--- config.mk ---
export PLATFORM = sky130hd
export DESIGN_NAME = rom_access_ctrl
export DESIGN_NICKNAME = d
export VERILOG_FILES = /design/src/hdl/rom_access_pkg.sv /design/src/hdl/rom_link_if.sv /design/src/hdl/rom_serial_engine.sv /design/src/hdl/rom_access_ctrl.sv
export SDC_FILE = /design/constraint.sdc
export NUM_CORES = 1
export LEC_CHECK = 0
export BUFFER_PORTS_ARGS = -buffer_cell sky130_fd_sc_hd__buf_2
export CORE_UTILIZATION = 51
export CTS_CLUSTER_DIAMETER = 80
export DETAILED_ROUTE_END_ITERATION = 8
export GPL_TIMING_DRIVEN = 0
export PLACE_DENSITY = 0.8
export SKIP_LAST_GASP = 1
export SYNTH_ARGS = -nofsm -noshare
export SYNTH_HDL_FRONTEND = slang
export SYNTH_SLANG_ARGS = --single-unit
export TNS_END_PERCENT = 1
--- constraint.sdc ---
create_clock -name clk_sys -period 2.7 [get_ports clk_sys]
set_input_delay 0.135 -clock clk_sys [delete_from_list [all_inputs] [get_ports clk_sys]]
set_output_delay 0.135 -clock clk_sys [all_outputs]
set_load 0.01 [all_outputs]
--- src/hdl/rom_access_pkg.sv ---
// Constants shared by the serial configuration memory access block.
package rom_access_pkg;
  localparam logic [7:0] ADDR_CTRL   = 8'h70;
  localparam logic [7:0] ADDR_IRQ_ST = 8'h74;
  localparam logic [7:0] ADDR_IRQ_MK = 8'h78;
  localparam int BIT_START  = 0;
  localparam int BIT_WRITE  = 1;
  localparam int BIT_ERR    = 2;
  localparam int BIT_DONE   = 3;
  localparam int DIV_LO     = 4;
  localparam int DIV_HI     = 5;
  localparam int BIT_ALDIS  = 6;
  localparam int BIT_FAST   = 7;
  localparam int BIT_BUSY   = 8;
  localparam int WADR_LO    = 9;
  localparam int WADR_HI    = 15;
  localparam int DATA_LO    = 16;
  localparam int DATA_HI    = 31;
  localparam logic FAST_RST = 1'b1;
  localparam int FAST_SHIFT = 5;
  localparam logic [12:0] DIV_SEL0 = 13'h1000;
  localparam logic [12:0] DIV_SEL1 = 13'h0800;
  localparam logic [12:0] DIV_SEL2 = 13'h0400;
  localparam logic [12:0] DIV_SEL3 = 13'h0080;
  localparam logic [7:0] DEV_SEL = 8'ha0;
  localparam int IRQ_W = 3;
  localparam int IRQ_OP_DONE = 0;
  localparam int IRQ_LD_DONE = 1;
  localparam int IRQ_ERR     = 2;
  typedef enum logic [1:0] {OP_READ, OP_WRITE, OP_LOAD} op_t;

  // Half period of the serial clock in core cycles for a given select.
  function automatic logic [12:0] half_period(input logic [1:0] sel, input logic fast);
    logic [12:0] full;
    full = DIV_SEL0;
    case (sel)
      2'h0: full = DIV_SEL0;
      2'h1: full = DIV_SEL1;
      2'h2: full = DIV_SEL2;
      default: full = DIV_SEL3;
    endcase
    if (fast)
      half_period = full >> (FAST_SHIFT + 1);
    else
      half_period = full >> 1;
  endfunction : half_period
endpackage : rom_access_pkg

--- src/hdl/rom_link_if.sv ---
// Bundle between the access controller and its serial engine.
`timescale 1ns/1ps
`default_nettype none
interface rom_link_if;
  logic        go;
  rom_access_pkg::op_t op;
  logic [6:0]  wadr;
  logic [15:0] wdata;
  logic [12:0] half;
  logic        done;
  logic        nak;
  logic [15:0] rdata;
  modport ctrl (output go, output op, output wadr, output wdata, output half,
                input done, input nak, input rdata);
  modport eng  (input go, input op, input wadr, input wdata, input half,
                output done, output nak, output rdata);
endinterface : rom_link_if
`default_nettype wire

--- src/hdl/rom_serial_engine.sv ---
// Two-wire serial engine: one word read or write per request.
`timescale 1ns/1ps
`default_nettype none
module rom_serial_engine
(
  input  wire logic clk_sys,
  input  wire logic srst,
  rom_link_if.eng   lk,
  output logic      scl_o,
  input  wire logic sda_i,
  output logic      sda_oe
);
  typedef enum {S_IDLE, S_START, S_BIT, S_STOP} st_t;
  st_t         st_r;
  logic [12:0] tick_r;
  logic [1:0]  ph_r;
  logic [5:0]  nbit_r;
  logic [5:0]  pos_r;
  logic [44:0] frame_r;
  logic [44:0] ackm_r;
  logic        nak_r;
  logic        rdop_r;
  logic [15:0] rd_r;
  logic        tick;
  logic        rd_bit;

  assign tick   = (tick_r == 13'h0001);
  assign rd_bit = rdop_r && (pos_r >= 6'd18);

  // Quarter-phase timer derived from the half period.
  always_ff @(posedge clk_sys)
  begin
    if (srst || st_r == S_IDLE || tick)
      tick_r <= ((lk.half >> 1) == 13'h0000) ? 13'h0001 : (lk.half >> 1);
    else
      tick_r <= tick_r - 13'h0001;
  end

  // Frame: device, address, then data bytes; acknowledge slots set as release.
  always_ff @(posedge clk_sys)
  begin
    if (srst)
    begin
      st_r <= S_IDLE; ph_r <= 2'h0; pos_r <= 6'h00; nbit_r <= 6'h00;
      frame_r <= '0; ackm_r <= '0; nak_r <= 1'b0; rd_r <= 16'h0000;
      scl_o <= 1'b1; sda_oe <= 1'b0; lk.done <= 1'b0;
      rdop_r <= 1'b0;
    end
    else
    begin
      lk.done <= 1'b0;
      case (st_r)
        S_IDLE:
          if (lk.go)
          begin
            // Reads flag bit 7 of the address byte and release both data bytes.
            rdop_r  <= (lk.op != rom_access_pkg::OP_WRITE);
            frame_r <= {rom_access_pkg::DEV_SEL, 1'b1, (lk.op != rom_access_pkg::OP_WRITE),
                        lk.wadr, 1'b1,
                        (lk.op == rom_access_pkg::OP_WRITE) ? lk.wdata[15:8] : 8'hff, 1'b1,
                        (lk.op == rom_access_pkg::OP_WRITE) ? lk.wdata[7:0] : 8'hff, 1'b1,
                        9'h1ff};
            ackm_r  <= {9'h001, 9'h001, 9'h001, 9'h001, 9'h000};
            nbit_r  <= 6'd36;
            pos_r <= 6'h00; nak_r <= 1'b0; st_r <= S_START; sda_oe <= 1'b1;
          end
        S_START:
          if (tick) begin scl_o <= 1'b0; ph_r <= 2'h0; st_r <= S_BIT; end
        S_BIT:
          if (tick)
          begin
            ph_r <= ph_r + 2'h1;
            case (ph_r)
              2'h0: sda_oe <= ~frame_r[6'd44 - pos_r]; // Ones release the line.
              2'h1: scl_o <= 1'b1;
              2'h2:
              begin
                if (ackm_r[6'd44 - pos_r] && sda_i && pos_r < 6'd36)
                  nak_r <= 1'b1;
                if (rd_bit && !ackm_r[6'd44 - pos_r])
                  rd_r <= {rd_r[14:0], sda_i};
              end
              default:
              begin
                scl_o <= 1'b0;
                pos_r <= pos_r + 6'h01;
                if (pos_r + 6'h01 == nbit_r) begin st_r <= S_STOP; sda_oe <= 1'b1; end
              end
            endcase
          end
        default:
          if (tick)
          begin
            ph_r <= ph_r + 2'h1;
            if (ph_r == 2'h0) scl_o <= 1'b1;
            if (ph_r == 2'h1)
            begin
              sda_oe <= 1'b0; lk.done <= 1'b1; st_r <= S_IDLE;
            end
          end
      endcase
    end
  end
  assign lk.nak   = nak_r;
  assign lk.rdata = rd_r;
endmodule : rom_serial_engine
`default_nettype wire

--- src/hdl/rom_access_ctrl.sv ---
// Control/status register, automatic load sequencer and interrupt logic.
`timescale 1ns/1ps
`default_nettype none
module rom_access_ctrl
#(
  parameter int LOAD_WORDS = 16
)
(
  input  wire logic        clk_sys,
  input  wire logic        srst,
  input  wire logic [7:0]  reg_addr,
  input  wire logic [31:0] reg_wdata,
  input  wire logic        reg_wr,
  input  wire logic        reg_rd,
  output logic [31:0]      reg_rdata,
  output logic             irq,
  output logic             scl_o,
  input  wire logic        sda_i,
  output logic             sda_oe,
  output logic             load_valid,
  output logic [6:0]       load_wadr,
  output logic [15:0]      load_data
);
  // The word counter is seven bits wide, so larger loads cannot be served.
  if (LOAD_WORDS < 1 || LOAD_WORDS > 128)
  begin : g_bad_load_words
    $error("LOAD_WORDS must lie in 1..128");
  end

  rom_link_if lk ();

  logic        start_r;
  logic        wrcmd_r;
  logic        err_r;
  logic        done_r;
  logic [1:0]  div_r;
  logic        aldis_r;
  logic        fast_r;
  logic        busy_r;
  logic [6:0]  wadr_r;
  logic [15:0] data_r;
  logic [2:0]  ist_r;
  logic [2:0]  imk_r;
  logic        active_r;
  logic        autold_r;
  logic        pend_r;
  logic [6:0]  lcnt_r;
  logic        ld_err_r;
  logic        wr_ctrl;
  logic        start_rise;
  logic [2:0]  ev;

  assign wr_ctrl    = reg_wr && (reg_addr == rom_access_pkg::ADDR_CTRL);
  assign start_rise = wr_ctrl && reg_wdata[rom_access_pkg::BIT_START] && !start_r;

  // Software-owned fields, latched from the bus; a finished read also loads the data field.
  always_ff @(posedge clk_sys)
  begin
    if (srst)
    begin
      wrcmd_r <= 1'b0; div_r <= 2'h0; aldis_r <= 1'b0;
      fast_r <= rom_access_pkg::FAST_RST; wadr_r <= 7'h00; data_r <= 16'h0000;
    end
    else if (wr_ctrl)
    begin
      wrcmd_r <= reg_wdata[rom_access_pkg::BIT_WRITE];
      div_r   <= reg_wdata[rom_access_pkg::DIV_HI:rom_access_pkg::DIV_LO];
      aldis_r <= reg_wdata[rom_access_pkg::BIT_ALDIS];
      fast_r  <= reg_wdata[rom_access_pkg::BIT_FAST];
      wadr_r  <= reg_wdata[rom_access_pkg::WADR_HI:rom_access_pkg::WADR_LO];
      data_r  <= reg_wdata[rom_access_pkg::DATA_HI:rom_access_pkg::DATA_LO];
    end
    else if (lk.done && active_r && !autold_r && !wrcmd_r)
      data_r <= lk.rdata; // Read result lands in the data field.
  end

  // Start bit: set by a software rising write, cleared by hardware at the end.
  always_ff @(posedge clk_sys)
  begin
    if (srst)
      start_r <= 1'b0;
    else if (start_rise)
      start_r <= 1'b1;
    else if (lk.done && active_r && !autold_r)
      start_r <= 1'b0;
    else if (wr_ctrl && !reg_wdata[rom_access_pkg::BIT_START] && !active_r)
      start_r <= 1'b0;
  end

  // Automatic load: arms after reset unless software disables it first.
  always_ff @(posedge clk_sys)
  begin
    if (srst)
    begin
      pend_r <= 1'b1; busy_r <= 1'b0; lcnt_r <= 7'h00; ld_err_r <= 1'b0; done_r <= 1'b0;
    end
    else if (pend_r && !active_r)
    begin
      pend_r <= 1'b0;
      // A disable written in this very cycle must still stop the load.
      busy_r <= !(wr_ctrl ? reg_wdata[rom_access_pkg::BIT_ALDIS] : aldis_r);
      lcnt_r <= 7'h00;
      ld_err_r <= 1'b0;
    end
    else if (busy_r && lk.done && autold_r)
    begin
      ld_err_r <= ld_err_r | lk.nak;
      lcnt_r <= lcnt_r + 7'h01;
      if (lcnt_r == 7'(LOAD_WORDS - 1))
      begin
        busy_r <= 1'b0;
        done_r <= !(ld_err_r | lk.nak);
      end
    end
  end

  // Issue engine requests; the load has priority over a software access.
  always_ff @(posedge clk_sys)
  begin
    if (srst)
    begin
      active_r <= 1'b0; autold_r <= 1'b0;
    end
    else if (active_r)
    begin
      if (lk.done) active_r <= 1'b0;
    end
    else if (busy_r && !pend_r)
    begin
      active_r <= 1'b1; autold_r <= 1'b1;
    end
    else if (start_r && !start_rise)
    begin
      active_r <= 1'b1; autold_r <= 1'b0;
    end
  end

  assign lk.go    = !active_r && ((busy_r && !pend_r) || (start_r && !start_rise));
  assign lk.op    = (busy_r && !pend_r) ? rom_access_pkg::OP_LOAD :
                    (wrcmd_r ? rom_access_pkg::OP_WRITE : rom_access_pkg::OP_READ);
  assign lk.wadr  = (busy_r && !pend_r) ? lcnt_r : wadr_r;
  assign lk.wdata = data_r;
  assign lk.half  = rom_access_pkg::half_period(div_r, fast_r && busy_r);

  // Error flag: any missing acknowledge during a cycle sets it until the next start.
  always_ff @(posedge clk_sys)
  begin
    if (srst)
      err_r <= 1'b0;
    else if (lk.done && lk.nak)
      err_r <= 1'b1;
    else if (lk.go)
      err_r <= 1'b0;
  end

  // Loaded words are handed out as they arrive.
  always_ff @(posedge clk_sys)
  begin
    if (srst)
    begin
      load_valid <= 1'b0; load_wadr <= 7'h00; load_data <= 16'h0000;
    end
    else
    begin
      load_valid <= lk.done && autold_r && active_r && !lk.nak;
      load_wadr  <= lcnt_r;
      load_data  <= lk.rdata;
    end
  end

  // Sticky interrupt status, write one to clear; a new event wins over a clear.
  assign ev[rom_access_pkg::IRQ_OP_DONE] = lk.done && active_r && !autold_r;
  assign ev[rom_access_pkg::IRQ_LD_DONE] = lk.done && autold_r &&
                                            lcnt_r == 7'(LOAD_WORDS - 1);
  assign ev[rom_access_pkg::IRQ_ERR]     = lk.done && lk.nak;
  always_ff @(posedge clk_sys)
  begin
    if (srst)
    begin
      ist_r <= 3'h0; imk_r <= 3'h0;
    end
    else
    begin
      if (reg_wr && reg_addr == rom_access_pkg::ADDR_IRQ_ST)
        ist_r <= (ist_r & ~reg_wdata[2:0]) | ev;
      else
        ist_r <= ist_r | ev;
      if (reg_wr && reg_addr == rom_access_pkg::ADDR_IRQ_MK)
        imk_r <= reg_wdata[2:0];
    end
  end
  assign irq = |(ist_r & imk_r);

  // Read data appear the cycle after the strobe; unmapped reads return zero.
  always_ff @(posedge clk_sys)
  begin
    if (srst)
      reg_rdata <= 32'h0000_0000;
    else if (!reg_rd)
      reg_rdata <= 32'h0000_0000;
    else if (reg_addr == rom_access_pkg::ADDR_CTRL)
      reg_rdata <= {data_r, wadr_r, busy_r, fast_r, aldis_r, div_r,
                    done_r, err_r, wrcmd_r, start_r};
    else if (reg_addr == rom_access_pkg::ADDR_IRQ_ST)
      reg_rdata <= {29'h0, ist_r};
    else if (reg_addr == rom_access_pkg::ADDR_IRQ_MK)
      reg_rdata <= {29'h0, imk_r};
    else
      reg_rdata <= 32'h0000_0000;
  end

  rom_serial_engine u_engine
  (
    .clk_sys (clk_sys),
    .srst    (srst),
    .lk      (lk),
    .scl_o   (scl_o),
    .sda_i   (sda_i),
    .sda_oe  (sda_oe)
  );
endmodule : rom_access_ctrl
`default_nettype wire

# After elaboration in Yosys (flattened, before gate mapping)
# Index checks and enable logic that the tools add are counted.
# op_classes
mux	67
order_cmp	3
addsub	5
n_reduce_logical	74
n_bitwise	13
n_eq_ne	24
# ops
cell	count
32-bit 2-to-1 mux	8
32-bit one-hot mux with 3 select lines	1
32-bit logical NOT	2
13-bit one-hot mux with 3 select lines	1
32-bit by 1-bit == test with 1-bit output, second input constant	1
32-bit by 2-bit == test with 1-bit output, second input constant	1
16-bit 2-to-1 mux	2
1-bit 2-to-1 mux	31
1-bit logical AND	26
8-bit by 7-bit == test with 1-bit output, second input constant	3
6-bit 2-to-1 mux	3
8-bit 2-to-1 mux	2
7-bit AND reduction	2
2-bit nonzero test	7
13-bit by 1-bit == test with 1-bit output, second input constant	1
13-bit logical NOT	1
13-bit 2-to-1 mux	1
13-bit by 1-bit subtractor with 13-bit output, second input constant	1
1-bit binary-select mux with 6-bit select	2
12-bit 2-to-1 mux	1
6-bit one-hot mux with 2 select lines	1
4-bit AND reduction	3
1-bit logical NOT	11
11-bit 2-to-1 mux	1
other kinds (35)	73
# totals
regBits	218
word_cells	220
inputBits	45

# Longest topological paths before layout
# depth
ltp_word	10
depth_mapped	10
ltp_nobuf	8

# By module
# From an unflattened synthesis, not the netlist that was laid out.
# unflattened
hier_cells	855
area_unflattened_um2	7602.3
# by_module_without_submodules
mod	n_inst	seq_area_each_um2	area_per_inst_um2	cells_each
rom_access_ctrl	1	2102.0	3852.4	395
rom_serial_engine	1	1361.3	3749.8	460

# Least setup slack after synthesis
# No wires, ideal clock.
# synth_path
path_kind	register -> register
from	reg u_engine.pos_r[0]
to	reg u_engine.rd_r[10] (netlist: u_engine.lk.rdata[10])
t_arrival_ns	2.616
setup_ns	0.123
path_slack_ns	-0.039
period_less_slack_ns	2.739
stages_incl_launch_ff	10
path_buffers	2
required_ns	2.577
cell_sequence	dfxtp_1 clkbuf_1 inv_1 ha_1 xnor2_1 nor3_1 a311o_1 nor2_2 buf_4 mux2_1
# synth_between
elab_chain_cells	6
word_cells_on_any_way	8
# synth_lines
item	line_no	source
start: declaration	rom_serial_engine.sv:18	logic [5:0] pos_r;
start signal: assignment	rom_serial_engine.sv:86	pos_r <= pos_r + 6'h01;
6-bit subtractor	rom_serial_engine.sv:80	if (rd_bit && !ackm_r[6'd44 - pos_r])
1-bit binary-select mux with 6-bit select	rom_serial_engine.sv:80	
1-bit 2-to-1 mux (not written as such)	rom_serial_engine.sv:80	
1-bit logical NOT	rom_serial_engine.sv:80	
1-bit logical AND *	rom_serial_engine.sv:80	
4-bit AND reduction (no line) *	n/a	
end signal: assignment	rom_serial_engine.sv:81	rd_r <= {rd_r[14:0], sda_i};
end: declaration	rom_serial_engine.sv:23	logic [15:0] rd_r;
# Mark *: on every way between the ends. The rest lies on a longest branch, timed or not. The select of a mux whose other input is x is not followed.
# A chain may end at the register's enable or synchronous reset.

# Worst setup path after layout
# Ends and elaborated chain as after synthesis.

==> flow_summary.toml <==
[detailed_routing]
drcViolationCount = 0
drt_iter0_drc = 438
via_count = 6108
wl_um = 18400
firstDrtPassIters = 5
vias_per_cell = 5.74
wl_per_cell_um = 17.2
antenna_left = 0

[sta]
fin_crit_sh_pct = 95.8
hold_viol = 0
setup_viol = 0
finClkSkew_ns = 0.0118
post-route-min-period_ns = 2.59
timing.fmax_ghz = 0.387
rsz0062_at_grt = "true"
tightest_slew_ns = 0.778
final_max_slew_viol_count = 0
max-slew-margin-rel_pct = 48.0

[logic_synthesis]
synthAdderAreaFrac_pct = 2.29
ys_types = 70
ys_seq_area_share_pct = 48.7
synth-xor-area-share_pct = 3.17
synth_nets = 798
synth_compound_area_share_pct = 14.3
yosysWarnings = 0
synth_top_family_by_area = "simple AND/OR/NAND/NOR gates"
synth_edf_count = 0
yosys.area_share.simple_pct = 19.9
ys_ff_latch = 173
async_flop_share_pct = 0
synth_mux_area_share_pct = 7.94
ys.flop_type = "dfxtp_1"
syn-cell-area_mm2 = 0.00711
synth_area_per_cell_um2 = 9.60
netlist_instances = 740

[global_route]
grt_util_met2_pct = 43.3
track_usage_pct = 26.5
grt_overflow = 0
grt_pass1_wl_um = 29600
antenna_found_initial = 0
busiest_layer = "met2"
grt_max_degree = 17
gr-usage-met1_pct = 33.0
grt_pass1_vias = 5906
grt_util_met3_pct = 6.46

[pwr]
ir_drop_uv = 622
pwr-share-seq_pct = 45.3
switching_share_pct = 21.3
p_total_mw = 5.83
intPower_mw = 4.58
p_per_area_mw_per_mm2 = 666
p_sw_mw = 1.24
power_frac_comb_pct = 6.6
p_leak_nw = 3.59
clkPwrFrac_pct = 48.1

[hold_path]
hold_path_end = "data_r[11]"
worstHoldStart = "reg_wdata[27]"
min_path_type = "input pin to register"
holdPathStages = 3

[status]
status = "finished clean"

[worst_setup_path]
endpoint_kind = "register"
cp_data_required_time_ns = 3.01
slowest_stage = "dfxtp_2"
worstSetupPathType = "register to register"
r2r_end = "u_engine.lk.rdata[10]"
cp_max_fo = 10
critPathTopFamily = "compound AO/OA/AOI/OAI gates"
startpoint_type = "register"
worst_r2r_path_depth = 9
cpPeakStageDelay_ns = 0.49
worstPathCellList = "inv_4, ha_4, nor2b_1, o311ai_2, o31ai_2, a311o_1, nor2_2, buf_6, mux2_1"
r2r-start = "u_engine.pos_r[0]"
cp.arrival_ns = 2.90
reg2reg_slack_ns = 0.11
cp.buffers_inverters = 2

[cts]
cts_buffer_depth = 2
clock_latency_ns = 0.44
h-tree-depth = 4
path_clk_slew_ns = 0.06
root_buffer = "clkbuf_16"
cts_tree = "built"
cts_buffers = 17
cts_sinks = 173

[cells_and_area]
final_area_mm2 = 0.00875
fin_util_pct = 65.3
diodes = 0
drive_gt1_share_pct = 20.7
nets = 934
nFillCells = 1023
syn_to_final_growth_pct = 23.2

[die]
start_util_pct = 53.0
die_area_mm2 = 0.0144
die_h_um = 120
ioPinCount = 104
rows = 42
coreArea_mm2 = 0.0134
die_x_um = 120

[place]
postPlaceCellArea_mm2 = 0.00784
gp_congestion = 0.910
hpwl_um = 12100
port_buffers = 100

[flow_run]
max_cap_viol_count = 0
[power groups by stage]
stage / combinational [mW] / sequential, mW / clock (mW)
after global placement: 0.348 / 2.69 / 0
after CTS: 0.379 / 2.64 / 2.82
after floorplan: 0.252 / 2.69 / 0
after global routing: 0.423 / 2.64 / 2.94
final: 0.384 / 2.64 / 2.80
after detailed placement: 0.354 / 2.69 / 0
[routing by layer]
| layer | part of all wire [%] | up-vias |
|---|---|---|
| met5 | 0 | - |
| met4 | 2.5 | 0 |
| met3 | 6.6 | 33 |
| met2 | 48 | 254 |
| met1 | 43 | 2933 |
| li1 | - | 2888 |
[registers in the layout, indices dropped and copies added, names as in the netlist, 7 cells and up]
name	count
data_r	16
u_engine.lk.rdata	16
u_engine.frame_r	25
load_wadr	7
lcnt_r	7
wadr_r	7
reg_rdata	32
u_engine.tick_r	13
load_data	16
[cell usage in the layout (no fill, tap or decap), types with 20 or more instances in the layout]
cell,Yosys,layout
dfxtp_1,173,171
buf_2,4,104
nor2_1,71,71
nand2_1,66,66
clkbuf_1,37,36
a21oi_1,36,36
nor2b_1,32,32
and2_1,30,30
mux2i_1,26,26
a211oi_1,20,20
[worst max path at each step]
stage,cells past startpoint,from,to
after detailed placement,9,u_engine.pos_r[0],u_engine.sda_oe
after global routing,6,active_r,data_r[8]
after global placement,9,u_engine.pos_r[0],u_engine.sda_oe
after CTS,10,u_engine.pos_r[0],u_engine.lk.rdata[8]
after floorplan,10,u_engine.pos_r[0],u_engine.lk.rdata[10]
final,9,u_engine.pos_r[0],u_engine.lk.rdata[10]
[final cells by class]
cell class                 instances  area [um^2]  area share, %
inverter                          20         77.6          0.886
sequential                       173         3470           39.6
clock inverter                    10          209           2.39
multi-input combinational        501         3440           39.3
timing repair buffer             119          688           7.86
clock buffer                      22          474           5.42
tap                              176          220           2.52
buffer                            44          181           2.07
[kinds of logic (layout without fill, tap and decap cells)]
| kind of cell | count (synthesis) | in the layout |
|---|---|---|
| XOR/XNOR | 24 | 24 |
| multiplexers | 47 | 47 |
| flip-flops | 173 | 173 |
| AO/OA/AOI/OAI | 139 | 139 |
| adder cells (fa/ha/maj) | 13 | 13 |
| AND/OR/NAND/NOR | 278 | 278 |
| buffers and inverters | 66 | 215 |
[per-stage QoR]
stage / instances / TNS (ns) / hold WS, ns / worst slack [ns]
global placement: 1016 / -6.07 / 0.367 / -0.429
CTS: 1066 / 0 / 0.00161 / 0.00406
finish: 1065 / 0 / 0.00884 / 0.114
floorplan: 740 / 0 / 0.259 / 0.0471
global route: 1065 / -0.415 / 0.00941 / -0.0725
detailed placement: 1016 / -6.43 / 0.366 / -0.471
[Yosys cell counts, types with 3 or more instances]
cell	instances	share of area, %
nor4_1	4	0.35
ha_1	13	2.3
mux4_2	5	1.6
nor2b_1	32	2.8
xor2_1	11	1.4
a211oi_1	20	2.1
a311oi_1	8	0.99
inv_1	20	1.1
nand3_1	19	1.3
mux2_4	3	0.63
nand2_1	66	3.5
o221a_2	19	3.0
nor2_1	71	3.8
nand2b_1	5	0.44
a21oi_1	36	2.5
nor3_1	11	0.77
o21ai_0	18	1.3
buf_1	3	0.16
nand3b_1	4	0.42
nand4_1	8	0.70
or4_1	3	0.32
clkbuf_1	37	2.0
and3_1	5	0.44
dfxtp_1	173	49
mux2i_1	26	3.7
or3_1	4	0.35
xnor2_1	12	1.5
nand4b_1	3	0.37
a221oi_1	3	0.37
and2_1	30	2.6
buf_2	4	0.28
mux2_1	12	1.9
o31ai_1	4	0.42
a21o_1	4	0.42
[tightest hold or removal path, stage by stage]
cell	delay (ns)
buf_2	0.10
nor2_1	0.11
a211oi_1	0.06
[what timing repair did]
item,in CTS,in global routing
pin swaps,2,0
endpoints found under the setup margin,18,35
buffers inserted,1,0
resized for setup,11,4
endpoints found under the hold margin,18,0
hold buffers,18,0
Note: power is estimated with default switching activity, not from simulation.
